$ cat config.mk
export PLATFORM = sky130hd
export DESIGN_NAME = rtcs_slave
export DESIGN_NICKNAME = d
export VERILOG_FILES = /design/src/rtcs_pkg.sv /design/src/rtcs_buf2.sv /design/src/rtcs_slave.sv
export VERILOG_INCLUDE_DIRS = /design/src /design/src/src
export SDC_FILE = /design/constraint.sdc
export NUM_CORES = 1
export LEC_CHECK = 0
export BUFFER_PORTS_ARGS = -buffer_cell sky130_fd_sc_hd__buf_2
export CORE_MARGIN = 4
export CORE_UTILIZATION = 40
export CTS_BUF_LIST = sky130_fd_sc_hd__clkbuf_16
export CTS_CLUSTER_DIAMETER = 60
export CTS_CLUSTER_SIZE = 20
export DETAILED_ROUTE_END_ITERATION = 8
export GPL_TIMING_DRIVEN = 0
export HOLD_SLACK_MARGIN = 0.02
export PLACE_DENSITY_LB_ADDON = 0.08
export SLEW_MARGIN = 30
export SYNTH_ARGS = -nofsm -noshare
export SYNTH_HDL_FRONTEND = slang
export SYNTH_HIERARCHICAL = 1
export SYNTH_SLANG_ARGS = --single-unit
export TNS_END_PERCENT = 10
$ cat constraint.sdc
create_clock -name clk_sys_in -period 3.2 [get_ports clk_sys_in]
set_input_delay 0.16 -clock clk_sys_in [delete_from_list [all_inputs] [get_ports clk_sys_in]]
set_output_delay 0.16 -clock clk_sys_in [all_outputs]
set_load 0.1 [all_outputs]
$ cat src/rtcs_cfg.svh
// Purpose: constants of the rtc serial slave port
// Assumes: 20 MHz system clock
// Notes: times in their own unit, cycle counts derived
`ifndef RTCS_CFG_SVH
`define RTCS_CFG_SVH
`define RTCS_SLAVE_ADDR 7'h51
`define RTCS_PTR_BITS 4
`define RTCS_LAST_REG 4'hA
`define RTCS_CLK_MHZ 20
`define RTCS_HOLD_NS 300
`define RTCS_HOLD_CYC ((`RTCS_HOLD_NS * `RTCS_CLK_MHZ + 999) / 1000)
`endif

$ cat src/rtcs_pkg.sv
// Purpose: types of the rtc serial slave port
// Assumes: nothing
// Notes: register writes towards the register file travel as structs
package rtcs_pkg;
   typedef enum logic [2:0] {ST_IDLE, ST_ADDR, ST_ACK, ST_RX, ST_TX, ST_MACK} rtcs_state_t;
   typedef struct packed {
      logic [3:0] addr;
      logic [7:0] data;
   } rtcs_wr_t;
endpackage : rtcs_pkg

$ cat src/rtcs_buf2.sv
// Purpose: two-entry valid/ready buffer for received register writes
// Assumes: single clock domain
// Notes: full and empty are exact; ready drops only when both entries hold data
`timescale 1ns/1ps
module rtcs_buf2 import rtcs_pkg::*; #(
   parameter int WIDTH = 12
) (
   input wire logic clk_sys_in, // system clock
   input wire logic rst_n_in, // async reset, active low
   input wire logic ce_in, // clock enable
   input wire logic in_valid_in, // word offered
   output logic in_ready_out, // buffer has room
   input wire logic [WIDTH-1:0] in_data_in, // word in
   output logic out_valid_out, // word available
   input wire logic out_ready_in, // sink takes word
   output logic [WIDTH-1:0] out_data_out // oldest word
);
   typedef struct packed {
      logic [1:0][WIDTH-1:0] mem;
      logic [1:0] cnt;
   } rtcs_buf_t;
   rtcs_buf_t s_q, s_d;
   logic push, pop;
   assign in_ready_out = (s_q.cnt != 2'h2);
   assign out_valid_out = (s_q.cnt != 2'h0);
   assign out_data_out = s_q.mem[0];
   assign push = in_valid_in && in_ready_out;
   assign pop = out_valid_out && out_ready_in;
   always_comb begin
      s_d = s_q;
      if (pop) begin
         s_d.mem[0] = s_q.mem[1];
      end
      if (push) begin
         if (s_q.cnt == 2'h0 || (s_q.cnt == 2'h1 && pop)) begin
            s_d.mem[0] = in_data_in;
         end else begin
            s_d.mem[1] = in_data_in;
         end
      end
      s_d.cnt = s_q.cnt + {1'b0, push} - {1'b0, pop};
   end
   always_ff @(posedge clk_sys_in or negedge rst_n_in) begin
      if (!rst_n_in) begin
         s_q <= '0;
      end else if (ce_in) begin
         s_q <= s_d;
      end
   end
   a_buf_no_over: assert property (@(posedge clk_sys_in) disable iff (!rst_n_in)
      s_q.cnt <= 2'h2) else $error("buffer count above two");
endmodule : rtcs_buf2

$ cat src/rtcs_slave.sv
// Purpose: serial two-wire slave port of a small real-time clock
// Assumes: scl and sda sampled by clk_sys_in, bus much slower than 20 MHz
// Notes: register file lives outside; writes leave through a two-entry buffer
`timescale 1ns/1ps
`include "rtcs_cfg.svh"
// Summary of operation
// the port answers only the fixed address 1010001, sent msb first.
// the master sends the address byte right after every start.
// the eighth address bit picks write when 0 and read when 1.
// in a write, a stop or a new start ends the transfer.
// the first written byte loads the pointer from its low four bits only.
// a read follows a pointer write through either a repeated start or stop then start.
// the master finishes each access within one second.
// while an access runs the counters freeze and one pending second tick is kept.
// every received byte is acknowledged; a master reader nacks the last byte.
// the pointer steps after each data byte and wraps from the last register to zero.
module rtcs_slave import rtcs_pkg::*; #(
   parameter logic [3:0] LAST_REG = `RTCS_LAST_REG
) (
   input wire logic clk_sys_in, // system clock
   input wire logic rst_n_in, // async reset, active low
   input wire logic ce_in, // clock enable, freezes all state
   input wire logic scl_in, // bus clock pin
   input wire logic sda_in, // bus data pin level
   output logic sda_out, // data driven, always low
   output logic sda_oe_out, // high while pulling sda low
   output logic [3:0] rd_addr_out, // register being read
   input wire logic [7:0] rd_data_in, // register read data
   output logic wr_valid_out, // register write offered
   input wire logic wr_ready_in, // register file takes write
   output rtcs_wr_t wr_out, // register write address and data
   input wire logic tick_in, // one-second increment request
   output logic tick_out, // increment pulse to counters
   output logic busy_out // access in progress, counters frozen
);
   typedef struct packed {
      logic [1:0] scl_s, sda_s;
      logic scl_p, sda_p;
      rtcs_state_t st;
      logic [2:0] bitn;
      logic got;
      logic [7:0] sh;
      logic rd;
      logic first;
      logic [3:0] ptr;
      logic oe;
      logic [3:0] hold;
      logic pend;
      logic tick;
      logic busy;
   } rtcs_st_t;
   rtcs_st_t s_q, s_d;
   logic scl, sda, rise, fall, start, stop;
   logic push, push_rdy;
   rtcs_wr_t push_w;
   assign scl = s_q.scl_s[1];
   assign sda = s_q.sda_s[1];
   assign rise = scl && !s_q.scl_p;
   assign fall = !scl && s_q.scl_p;
   assign start = scl && s_q.scl_p && s_q.sda_p && !sda;
   assign stop = scl && s_q.scl_p && !s_q.sda_p && sda;
   // a word that meets a full buffer is still acked, as every byte must be, and is lost
   assign push = (s_q.st == ST_RX) && rise && (s_q.bitn == 3'h7) && !s_q.first;
   assign push_w = '{addr: s_q.ptr, data: {s_q.sh[6:0], sda}};
   function automatic logic [3:0] step(input logic [3:0] p);
      step = (p == LAST_REG) ? 4'h0 : p + 4'h1;
   endfunction : step
   always_comb begin
      s_d = s_q;
      s_d.scl_s = {s_q.scl_s[0], scl_in};
      s_d.sda_s = {s_q.sda_s[0], sda_in};
      s_d.scl_p = scl;
      s_d.sda_p = sda;
      s_d.tick = 1'b0;
      if (s_q.hold != 4'h0) begin
         s_d.hold = s_q.hold - 4'h1;
      end
      if (start) begin
         s_d.st = ST_ADDR;
         s_d.bitn = 3'h0;
         s_d.got = 1'b0;
         s_d.oe = 1'b0;
         s_d.busy = 1'b1;
      end else if (stop) begin
         s_d.st = ST_IDLE;
         s_d.oe = 1'b0;
         s_d.busy = 1'b0;
      end else if (rise) begin
         s_d.sh = {s_q.sh[6:0], sda};
         s_d.bitn = s_q.bitn + 3'h1;
         s_d.got = (s_q.bitn == 3'h7);
         if (s_q.st == ST_MACK) begin
            // an ack reloads through the ack state so the next msb goes out on this fall
            s_d.st = sda ? ST_IDLE : ST_ACK;
            s_d.ptr = step(s_q.ptr);
         end
      end else if (fall && s_q.hold == 4'h0) begin
         unique case (s_q.st)
            ST_ADDR: if (s_q.bitn == 3'h0 && s_q.got) begin
               if (s_q.sh[7:1] == `RTCS_SLAVE_ADDR) begin
                  s_d.st = ST_ACK;
                  s_d.rd = s_q.sh[0];
                  s_d.first = !s_q.sh[0];
                  s_d.oe = 1'b1;
               end else begin
                  s_d.st = ST_IDLE;
                  s_d.busy = 1'b0;
               end
            end
            ST_RX: if (s_q.bitn == 3'h0) begin
               s_d.st = ST_ACK;
               s_d.oe = 1'b1;
               if (s_q.first) begin
                  s_d.ptr = s_q.sh[`RTCS_PTR_BITS-1:0];
                  s_d.first = 1'b0;
               end else begin
                  s_d.ptr = step(s_q.ptr);
               end
            end
            ST_ACK: begin
               s_d.bitn = 3'h0;
               s_d.hold = 4'(`RTCS_HOLD_CYC);
               if (s_q.rd) begin
                  s_d.st = ST_TX;
                  s_d.sh = {rd_data_in[6:0], 1'b0};
                  s_d.oe = !rd_data_in[7];
               end else begin
                  s_d.st = ST_RX;
                  s_d.oe = 1'b0;
               end
            end
            ST_TX: begin
               s_d.hold = 4'(`RTCS_HOLD_CYC);
               if (s_q.bitn == 3'h0) begin
                  s_d.st = ST_MACK;
                  s_d.oe = 1'b0;
               end else begin
                  s_d.oe = !s_q.sh[7];
                  s_d.sh = {s_q.sh[6:0], 1'b0};
               end
            end
            default: ;
         endcase
      end
      if (s_q.st == ST_TX && rise) begin
         s_d.sh = s_q.sh;
      end
      // one tick stored while busy; a later one in the same access is dropped
      if (tick_in) begin
         s_d.pend = 1'b1;
      end
      if (!s_q.busy && s_q.pend) begin
         s_d.tick = 1'b1;
         s_d.pend = tick_in;
      end
   end
   always_ff @(posedge clk_sys_in or negedge rst_n_in) begin
      if (!rst_n_in) begin
         s_q <= '{scl_s: 2'h3, sda_s: 2'h3, scl_p: 1'b1, sda_p: 1'b1, st: ST_IDLE, default: '0};
      end else if (ce_in) begin
         s_q <= s_d;
      end
   end
   assign sda_out = 1'b0;
   assign sda_oe_out = s_q.oe;
   assign rd_addr_out = (s_q.st == ST_MACK) ? step(s_q.ptr) : s_q.ptr;
   assign tick_out = s_q.tick;
   assign busy_out = s_q.busy;
   rtcs_buf2 #(
      .WIDTH($bits(rtcs_wr_t))
   ) u_buf (
      .clk_sys_in(clk_sys_in),
      .rst_n_in(rst_n_in),
      .ce_in(ce_in),
      .in_valid_in(push),
      .in_ready_out(push_rdy),
      .in_data_in(push_w),
      .out_valid_out(wr_valid_out),
      .out_ready_in(wr_ready_in),
      .out_data_out(wr_out)
   );
   a_no_tick_busy: assert property (@(posedge clk_sys_in) disable iff (!rst_n_in)
      tick_out |-> !$past(busy_out)) else $error("tick while busy");
   a_ptr_wrap: assert property (@(posedge clk_sys_in) disable iff (!rst_n_in)
      ce_in && !s_q.first && s_q.ptr == LAST_REG && s_d.ptr != s_q.ptr |=> s_q.ptr == 4'h0)
      else $error("pointer past last");
   a_stop_ends: assert property (@(posedge clk_sys_in) disable iff (!rst_n_in)
      ce_in && stop |=> !busy_out && s_q.st == ST_IDLE) else $error("stop ignored");
   a_start_addr: assert property (@(posedge clk_sys_in) disable iff (!rst_n_in)
      ce_in && start |=> s_q.st == ST_ADDR && !sda_oe_out) else $error("start lost");
   a_addr_match: assert property (@(posedge clk_sys_in) disable iff (!rst_n_in)
      ce_in && s_q.st == ST_ADDR && fall && s_q.bitn == 3'h0 && s_q.got && s_q.hold == 4'h0
      && s_q.sh[7:1] != `RTCS_SLAVE_ADDR |=> s_q.st == ST_IDLE && !sda_oe_out)
      else $error("ack without address");
   a_ack_dir: assert property (@(posedge clk_sys_in) disable iff (!rst_n_in)
      ce_in && s_q.st == ST_ADDR && fall && s_q.bitn == 3'h0 && s_q.got && s_q.hold == 4'h0
      && s_q.sh[7:1] == `RTCS_SLAVE_ADDR
      |=> s_q.rd == $past(s_q.sh[0]) && sda_oe_out) else $error("direction wrong");
   a_ptr_low4: assert property (@(posedge clk_sys_in) disable iff (!rst_n_in)
      ce_in && s_q.st == ST_RX && s_q.first && fall && s_q.bitn == 3'h0 && s_q.hold == 4'h0
      |=> s_q.ptr == $past(s_q.sh[3:0])) else $error("pointer load wrong");
   a_rx_ack: assert property (@(posedge clk_sys_in) disable iff (!rst_n_in)
      s_q.st == ST_ACK && !s_q.rd |-> s_q.oe || $past(push)) else $error("no ack");
   c_write: cover property (@(posedge clk_sys_in) wr_valid_out && wr_ready_in);
   c_read: cover property (@(posedge clk_sys_in) s_q.st == ST_MACK && rise && sda);
   c_restart: cover property (@(posedge clk_sys_in) start && busy_out);
   c_tick_held: cover property (@(posedge clk_sys_in) busy_out && tick_in);
   c_full_word: cover property (@(posedge clk_sys_in) push && !push_rdy);
endmodule : rtcs_slave

==> impl_metrics.py, run 1 <==
metrics = {
    "cts": {
        "clk_pin_slew_worst_paths_ns": 0.06,
        "post-cts-setup-buffer-count": 0,
        "cts_max_level": 3,
        "cts_buffer_depth": 2,
        "cts_tree": "yes",
        "clock_latency_ns": 0.33,
        "root_buffer": "clkbuf_16",
        "holdBufCountCts": 1,
        "cts_buffers": 9,
        "clock-sinks": 61,
        "post_cts_resized": 0,
    },
    "pwr": {
        "ir_drop_uv": 588,
        "power.leakage_nw": 1.83,
        "pwr_density_cell_nw_per_um2": 1010,
        "p_total_mw": 4.25,
    },
    "synthesis": {
        "synth_compound_area_frac": 0.218,
        "ys_warn_count": 6,
        "ys_seq_elements": 61,
        "synth_edf_count": 0,
        "syn-num-nets": 377,
        "yosysUniqueCellTypes": 71,
        "synth_top_flop_cell": "dfrtp_1",
        "ys_seq_area_frac": 0.430,
        "syn_avg_cell_area_um2": 9.98,
        "synthXorXnorAreaFrac": 0.0147,
        "synthAdderAreaFrac": 0.0176,
        "synth_mux_area_frac": 0.0864,
        "synthSimpleGateAreaFrac": 0.151,
        "synth_top_family_by_area": "compound AO/OA/AOI/OAI gates",
        "async_flop_share": 1.00,
        "yosys.area.top_type": "dfrtp_1",
        "netlist_top_cells_area": "dfrtp_1 39%, mux2_2 6.6%, dfstp_2 4.4%",
        "yosysTopAreaCellShare": 0.386,
        "syn_inst": 357,
        "syn-cell-area_um2": 3560,
    },
    "setup_path": {
        "worstPathMaxFanout": 10,
        "rr_worst_depth": 9,
        "cp.arrival_ns": 3.02,
        "crit_type": "reg -> reg",
        "start_kind": "flip-flop",
        "crit_required_ns": 3.39,
        "crit_path_end_kind": "flip-flop",
    },
    "global_route": {
        "grt_pass1_wl_mm": 14.0,
        "grt_usage": 0.173,
        "globalRouteOverflowTotal": 0,
        "grt_max_degree": 41,
        "grt_pass1_vias": 2698,
        "antenna_found_initial": 0,
    },
    "placement": {
        "dp.final_hpwl_mm": 6.03,
        "pre_cts_ws_ns": 0.406,
        "place_inst": 499,
        "gp_congestion": 0.860,
        "place.port_buffers": 33,
    },
    "cells_and_area": {
        "layout-drive-gt1-share": 0.275,
        "syn_to_final_growth_pct": 18.0,
        "final_nets": 423,
        "final_cell_mix": "55 x dfrtp_1, 38 x buf_2, 34 x nand2_1",
        "final_cells": 515,
        "fillers": 829,
        "layout_commonest_cell": "dfrtp_1",
        "n_antenna_cell": 0,
    },
    "routing": {
        "wl_per_cell_um": 16.4,
        "drt_wl_total_mm": 8.44,
        "drc": 0,
        "dr.pass1.iters": 4,
        "viasPerCell": 5.51,
        "drtIter0Drc": 91,
        "num_vias": 2839,
        "ant_nets": 0,
    },
    "min_path": {
        "hold_depth": 2,
        "min_path_type": "in -> reg",
    },
    "timing": {
        "rsz0062_at_grt": "no",
        "tightestPinTransition_ns": 0.836,
        "fmax_mhz": 353,
        "period_minus_slack_ns": 2.83,
        "finalMaxSlewViolations": 0,
        "setup_ws_ns": 0.371,
        "hold_viol": 0,
        "finalClockSkew_ns": 0.00623,
        "fin_crit_sh": 0.884,
        "setup_viol": 0,
        "max_slew_margin": 0.438,
    },
    "floorplanning": {
        "dieHeight_um": 102,
        "start_util": 0.411,
        "ioPinCount": 36,
        "dieArea_um2": 10500,
        "rows": 34,
        "core_um2": 8680,
        "die_w_um": 102,
    },
    "job": {
        "drv_cap": 0,
    },
    "status": {
        "outcome": "finished clean",
    },
}
## power breakdown
group / switching [mW] / internal, mW / leakage [nW]
combinational: 1.44 / 0.602 / 0.907
clock: 0.345 / 0.669 / 0.144
sequential: 0.205 / 0.998 / 0.774
total: 1.99 / 2.27 / 1.83
## cell usage after synthesis (all sizes together), types with 7 or more instances
master    n
buf      23
nor2b     7
a21oi    10
mux2     22
clkbuf   12
inv      17
nand2    34
a2bb2oi  12
a22oi     8
nand2b   11
nor2     10
o21ai    26
o22ai    12
nand3     7
dfrtp    55
## final timing paths
check                          from      endpoint  slack (ns)
setup reg to reg            s_q[26]  u_buf/s_q[1]        0.37
hold reg to reg             s_d[34]       s_d[30]        0.48
max in group asynchronous  rst_n_in     push_w[0]        2.34
hold / removal              tick_in        s_q[2]        0.07
setup / recovery            s_q[26]  u_buf/s_q[1]        0.37
min in group asynchronous  rst_n_in    push_w[11]        0.28
## metal layers
| metal | part of all wire | global-route usage | up-vias |
|---|---|---|---|
| met3 | 0.045 | 0.0348 | 18 |
| li1 | - | - | 1388 |
| met1 | 0.47 | 0.242 | 1369 |
| met5 | 0 | 0 | - |
| met4 | 0.023 | 0.0646 | 0 |
| met2 | 0.46 | 0.264 | 64 |
## kinds of logic after synthesis
kind of cell,count (synthesis)
adders and majority gates,5
AOI/OAI and AO/OA,107
other,1
buffers and inverters,52
xor gates and xnor gates,6
muxes,28
DFF,61
and+or+nand+nor,97
## area by class of cell
cell class,count,area [um2],area share
well taps,108,135,0.0321
clock buffers,9,225,0.0535
inverters,17,63.8,0.0152
plain buffers,35,221,0.0526
repair buffers,35,198,0.0470
clock inverters,6,78.8,0.0187
flip-flops and latches,61,1530,0.365
multi-input cells,244,1750,0.416
## sequential cells by signal (all words and copies together), names as in the netlist
name / flops
u_buf/out_data_out: 12
s_q: 17
sda_oe_out: 1
s_d: 3
push_w: 12
u_buf/s_q: 14
busy_out: 1
tick_out: 1
## worst max-delay path, cell delays in order, from the launching register on
cell and delay [ns]:
dfrtp_1 0.38, buf_1 0.37, nand3b_1 0.19, nor4_2 0.73, nand2_1 0.14, xor2_1 0.18
ha_1 0.25, or2b_1 0.23, a31oi_1 0.16, a221oi_1 0.06
## stage by stage
step / utilization / area (um2) / hold slack (ns) / TNS, ns
floorplan: - / 3560 / -0.136 / 0
global placement: 0.445 / 3860 / 0.393 / -0.0541
detailed placement: 0.449 / 3890 / 0.0788 / 0
CTS: 0.485 / 4210 / 0.0580 / 0
global route: 0.485 / 4210 / 0.0606 / 0
finish: 0.485 / 4210 / 0.0654 / 0
Note: power is estimated with default switching activity, not from simulation.
==> inputs of run 2 (changes only) <==
--- a/config.mk
+++ b/config.mk
@@ -6,7 +6,7 @@
 export SDC_FILE = /design/constraint.sdc
 export NUM_CORES = 1
 export LEC_CHECK = 0
-export BUFFER_PORTS_ARGS = -buffer_cell sky130_fd_sc_hd__buf_2
+export BUFFER_PORTS_ARGS = -buffer_cell sky130_fd_sc_hd__clkbuf_2
 export CORE_MARGIN = 4
 export CORE_UTILIZATION = 40
 export CTS_BUF_LIST = sky130_fd_sc_hd__clkbuf_16
==> impl_metrics.py, run 2 (synthesized netlist as in run 1, its figures left out) <==
metrics = {
    "floorplanning": {
        "rows": 34,
        "start_util": 0.411,
        "dieHeight_um": 102,
        "core_um2": 8680,
        "ioPinCount": 36,
        "die_w_um": 102,
        "dieArea_um2": 10500,
    },
    "timing": {
        "hold_viol": 0,
        "finalClockSkew_ns": 0.00583,
        "hold_ws_ns": 0.0673,
        "fmax_mhz": 357,
        "tightestPinTransition_ns": 0.838,
        "finalMaxSlewViolations": 0,
        "period_minus_slack_ns": 2.80,
        "fin_crit_sh": 0.875,
        "setup_viol": 0,
        "rsz0062_at_grt": "no",
        "max_slew_margin": 0.437,
    },
    "job": {
        "drv_cap": 0,
    },
    "pwr": {
        "p_total_mw": 4.17,
        "power.leakage_nw": 1.83,
        "ir_drop_uv": 439,
        "pwr_density_cell_nw_per_um2": 995,
    },
    "global_route": {
        "grt_max_degree": 39,
        "grt_pass1_wl_mm": 13.8,
        "globalRouteOverflowTotal": 0,
        "antenna_found_initial": 0,
        "grt_usage": 0.171,
        "grt_pass1_vias": 2756,
    },
    "cts": {
        "clock_latency_ns": 0.32,
        "post_cts_resized": 0,
        "cts_buffers": 9,
        "post-cts-setup-buffer-count": 0,
        "cts_buffer_depth": 2,
        "cts_tree": "yes",
        "clk_pin_slew_worst_paths_ns": 0.05,
        "root_buffer": "clkbuf_16",
        "cts_max_level": 3,
        "clock-sinks": 61,
    },
    "setup_path": {
        "cp.arrival_ns": 3.02,
        "crit_path_end_kind": "flip-flop",
        "start_kind": "flip-flop",
        "crit_type": "reg -> reg",
        "worstPathMaxFanout": 10,
        "crit_required_ns": 3.42,
    },
    "routing": {
        "ant_nets": 0,
        "drtIter0Drc": 130,
        "drt_wl_total_mm": 8.36,
        "drc": 0,
        "dr.pass1.iters": 5,
        "wl_per_cell_um": 16.2,
        "num_vias": 2817,
        "viasPerCell": 5.46,
    },
    "cells_and_area": {
        "utilization": 0.482,
        "layout_commonest_cell": "dfrtp_1",
        "regMostFlops": "s_q",
        "fillers": 818,
        "final_nets": 423,
        "n_antenna_cell": 0,
        "largest_register_ffs": 17,
        "final_cells": 516,
        "layout-drive-gt1-share": 0.277,
        "final_cell_mix": "55 x dfrtp_1, 34 x nand2_1, 33 x clkbuf_2",
        "reg_top3": "s_q (17), u_buf/s_q (14)",
        "syn_to_final_growth_pct": 17.5,
    },
    "placement": {
        "gp_congestion": 0.881,
        "place_inst": 499,
        "place.port_buffers": 33,
        "dp.final_hpwl_mm": 6.09,
    },
    "min_path": {
        "min_path_type": "in -> reg",
    },
    "status": {
        "outcome": "finished clean",
    },
}
run 2: cell count changes in the layout (fill, tap and decap cells not counted):
cell,delta
clkinv_2,+2
clkinv_1,-2
clkbuf_2,+32
inv_1,+2
clkbuf_4,+1
buf_4,-1
bufinv_16,-1
buf_2,-32
run 2: what timing repair did:
item / 4_1_cts / 5_1_grt
setup endpoints to repair: 0 / 0
hold buffers: 1 / 0
hold endpoints to repair: 18 / 0
run 2: metrics by stage:
stage	setup TNS [ns]	area, um2	setup WS [ns]
after floorplan	0	3560	0.139
after global placement	-0.273	3860	-0.0294
after detailed placement	0	3890	0.399
after CTS	0	4190	0.403
after global routing	0	4190	0.156
final	0	4190	0.401
run 2: final cells by class:
class                           count  area [um2]  share of cell area
Buffer                             35         221              0.0529
Sequential cell                    61        1530               0.366
Tap cell                          108         135              0.0323
Timing Repair Buffer               35         198              0.0472
Clock buffer                        9         225              0.0538
Clock inverter                      7        58.8              0.0140
Multi-Input combinational cell    244        1750               0.418
Inverter                           17        63.8              0.0152
run 2: power by group:
part / total [mW] / internal (mW) / switching [mW]
combinational: 2.03 / 0.596 / 1.44
sequential: 1.20 / 0.998 / 0.206
clock: 0.930 / 0.591 / 0.339
run 2: per-layer routing:
metal | GRT usage | vias up | wire length, um
met5 | 0 | - | 0
met4 | 0.0737 | 0 | 80
met3 | 0.0341 | 8 | 384
met2 | 0.272 | 63 | 3970
met1 | 0.226 | 1351 | 3920
li1 | - | 1395 | -
run 2: path summary, 6_finish.rpt:
| check | startpoint | endpoint | slack (ns) | cells after the start |
|---|---|---|---|---|
| max | s_q[26] | u_buf/s_q[1] | 0.40 | 9 |
| min | sda_in | s_d[32] | 0.07 | 2 |
| max reg2reg | s_q[26] | u_buf/s_q[1] | 0.40 | 9 |
| min reg2reg | s_d[34] | s_d[30] | 0.49 | 2 |
| max in group asynchronous | rst_n_in | push_w[0] | 2.29 | 3 |
| min in group asynchronous | rst_n_in | u_buf/s_q[0] | 0.32 | 2 |
run 2: worst max-delay path, cell delays in order (launching register included):
cell and delay, ns:
dfrtp_1 0.37, buf_1 0.36, nand3b_1 0.18, nor4_2 0.73
nand2_1 0.14, xor2_1 0.18, ha_1 0.25, nand3_1 0.10
o21ai_0 0.08, a221oi_1 0.30
==> inputs of run 3 (changes only) <==
--- a/config.mk
+++ b/config.mk
@@ -7,6 +7,7 @@
 export NUM_CORES = 1
 export LEC_CHECK = 0
 export BUFFER_PORTS_ARGS = -buffer_cell sky130_fd_sc_hd__clkbuf_2
+export CORE_ASPECT_RATIO = 0.75
 export CORE_MARGIN = 4
 export CORE_UTILIZATION = 40
 export CTS_BUF_LIST = sky130_fd_sc_hd__clkbuf_16
@@ -15,6 +16,7 @@
 export DETAILED_ROUTE_END_ITERATION = 8
 export GPL_TIMING_DRIVEN = 0
 export HOLD_SLACK_MARGIN = 0.02
+export MAX_ROUTING_LAYER = met4
 export PLACE_DENSITY_LB_ADDON = 0.08
 export SLEW_MARGIN = 30
 export SYNTH_ARGS = -nofsm -noshare
==> impl_metrics.py, run 3 (synthesized netlist as in run 1, its figures left out) <==
metrics = {
    "timing": {
        "rsz0062_at_grt": "no",
        "setup_viol": 0,
        "setup_ws_ns": 0.382,
        "period_minus_slack_ns": 2.82,
        "hold_ws_ns": 0.0568,
        "max_slew_margin": 0.423,
        "fin_crit_sh": 0.881,
        "hold_viol": 0,
        "finalClockSkew_ns": 0.00850,
        "finalMaxSlewViolations": 0,
        "fmax_mhz": 355,
        "tns_ns": 0,
        "tightestPinTransition_ns": 0.859,
    },
    "cells_and_area": {
        "syn_to_final_growth_pct": 18.4,
        "final_cell_mix": "55 x dfrtp_1, 34 x nand2_1, 33 x clkbuf_2",
        "regMostFlops": "s_q",
        "layout_commonest_cell": "dfrtp_1",
        "largest_register_ffs": 17,
        "final_cells": 516,
        "layout-drive-gt1-share": 0.279,
        "n_antenna_cell": 0,
        "utilization": 0.493,
        "final_nets": 423,
        "reg_top3": "s_q (17), u_buf/s_q (14)",
        "design_area_um2": 4220,
    },
    "cts": {
        "post_cts_resized": 0,
        "cts_tree": "yes",
        "clock-sinks": 61,
        "post-cts-setup-buffer-count": 0,
        "root_buffer": "clkbuf_16",
        "cts_buffer_depth": 2,
        "clock_latency_ns": 0.33,
        "clk_pin_slew_worst_paths_ns": 0.06,
        "cts_buffers": 9,
        "cts_max_level": 3,
    },
    "placement": {
        "place.port_buffers": 33,
        "dp.final_hpwl_mm": 6.38,
        "place_inst": 499,
        "dpl_cell_area_um2": 3890,
        "pre_cts_ws_ns": 0.386,
        "gp_congestion": 0.829,
    },
    "routing": {
        "ant_nets": 0,
        "drtIter0Drc": 235,
        "dr.pass1.iters": 5,
        "drt_wl_total_mm": 8.69,
        "num_vias": 2854,
        "drc": 0,
        "viasPerCell": 5.53,
        "wl_per_cell_um": 16.8,
    },
    "setup_path": {
        "r2r-start": "s_q[26]",
        "crit_required_ns": 3.41,
        "startpoint": "s_q[26]",
        "crit_path_end_kind": "flip-flop",
        "r2r_slack_ns": 0.38,
        "crit_type": "reg -> reg",
        "cp-endpoint": "u_buf/s_q[25]",
        "cp.arrival_ns": 3.03,
        "worstPathMaxFanout": 10,
        "r2r-end": "u_buf/s_q[25]",
        "start_kind": "flip-flop",
        "rr_worst_depth": 7,
    },
    "global_route": {
        "antenna_found_initial": 0,
        "use_met1": 0.281,
        "busiest_layer": "met1",
        "use_met3": 0.0517,
        "grt_use_met2": 0.222,
        "globalRouteOverflowTotal": 0,
        "grt_pass1_vias": 2700,
        "grt_usage": 0.180,
        "grt_pass1_wl_mm": 14.4,
        "grt_max_degree": 35,
    },
    "pwr": {
        "ir_drop_uv": 491,
        "power.leakage_nw": 1.83,
        "p_total_mw": 4.28,
        "pwr_density_cell_nw_per_um2": 1010,
    },
    "floorplanning": {
        "dieArea_um2": 10500,
        "start_util": 0.416,
        "die_w_um": 117,
        "rows": 29,
        "dieHeight_um": 89.7,
        "ioPinCount": 36,
        "core_um2": 8560,
    },
    "min_path": {
        "min_path_type": "in -> reg",
        "hold_depth": 2,
    },
    "status": {
        "outcome": "finished clean",
    },
    "job": {
        "drv_cap": 0,
    },
}
[run 3: routing by layer]
| layer | wire length [um] | part of all wire | up-vias |
|---|---|---|---|
| li1 | - | - | 1381 |
| met4 | 83 | 0.0096 | 0 |
| met3 | 464 | 0.053 | 7 |
| met5 | 0 | 0 | - |
| met2 | 3470 | 0.40 | 81 |
| met1 | 4670 | 0.54 | 1385 |
[run 3: worst min-delay path by stage]
stage	endpoint	start	slack, ns
after floorplan	busy_out	rst_n_in	-0.14
after global placement	s_d[32]	sda_in	0.40
after detailed placement	s_q[6]	rst_n_in	0.15
after CTS	s_d[34]	scl_in	0.05
after global routing	s_d[34]	scl_in	0.05
final	s_d[34]	scl_in	0.06
[run 3: cell type report]
cell class / count / area, um2
fill: 824 / 4340
multi-input combinational: 244 / 1750
sequential: 61 / 1530
clock buffer: 9 / 225
buffer: 35 / 221
timing repair buffer: 35 / 198
tap: 108 / 135
clock inverter: 7 / 91.3
inverter: 17 / 63.8
[run 3: report_power, final]
part | total [mW] | switching (mW) | leakage (nW) | internal (mW)
combinational | 2.05 | 1.45 | 0.908 | 0.597
sequential | 1.21 | 0.212 | 0.774 | 0.997
clock | 1.03 | 0.350 | 0.150 | 0.676
total | 4.28 | 2.01 | 1.83 | 2.27
[run 3: what timing repair did]
item / CTS / global route
hold buffers: 1 / 0
endpoints found under the setup margin: 0 / 0
endpoints found under the hold margin: 21 / 0
[run 3: critical path, stage by stage, from the launching register on]
cell and delay, ns:
dfrtp_1 0.37, buf_1 0.36, nand3b_1 0.17, nor4_2 0.74, nand3_1 0.18, a21oi_2 0.28, clkbuf_8 0.24, mux2_2 0.34
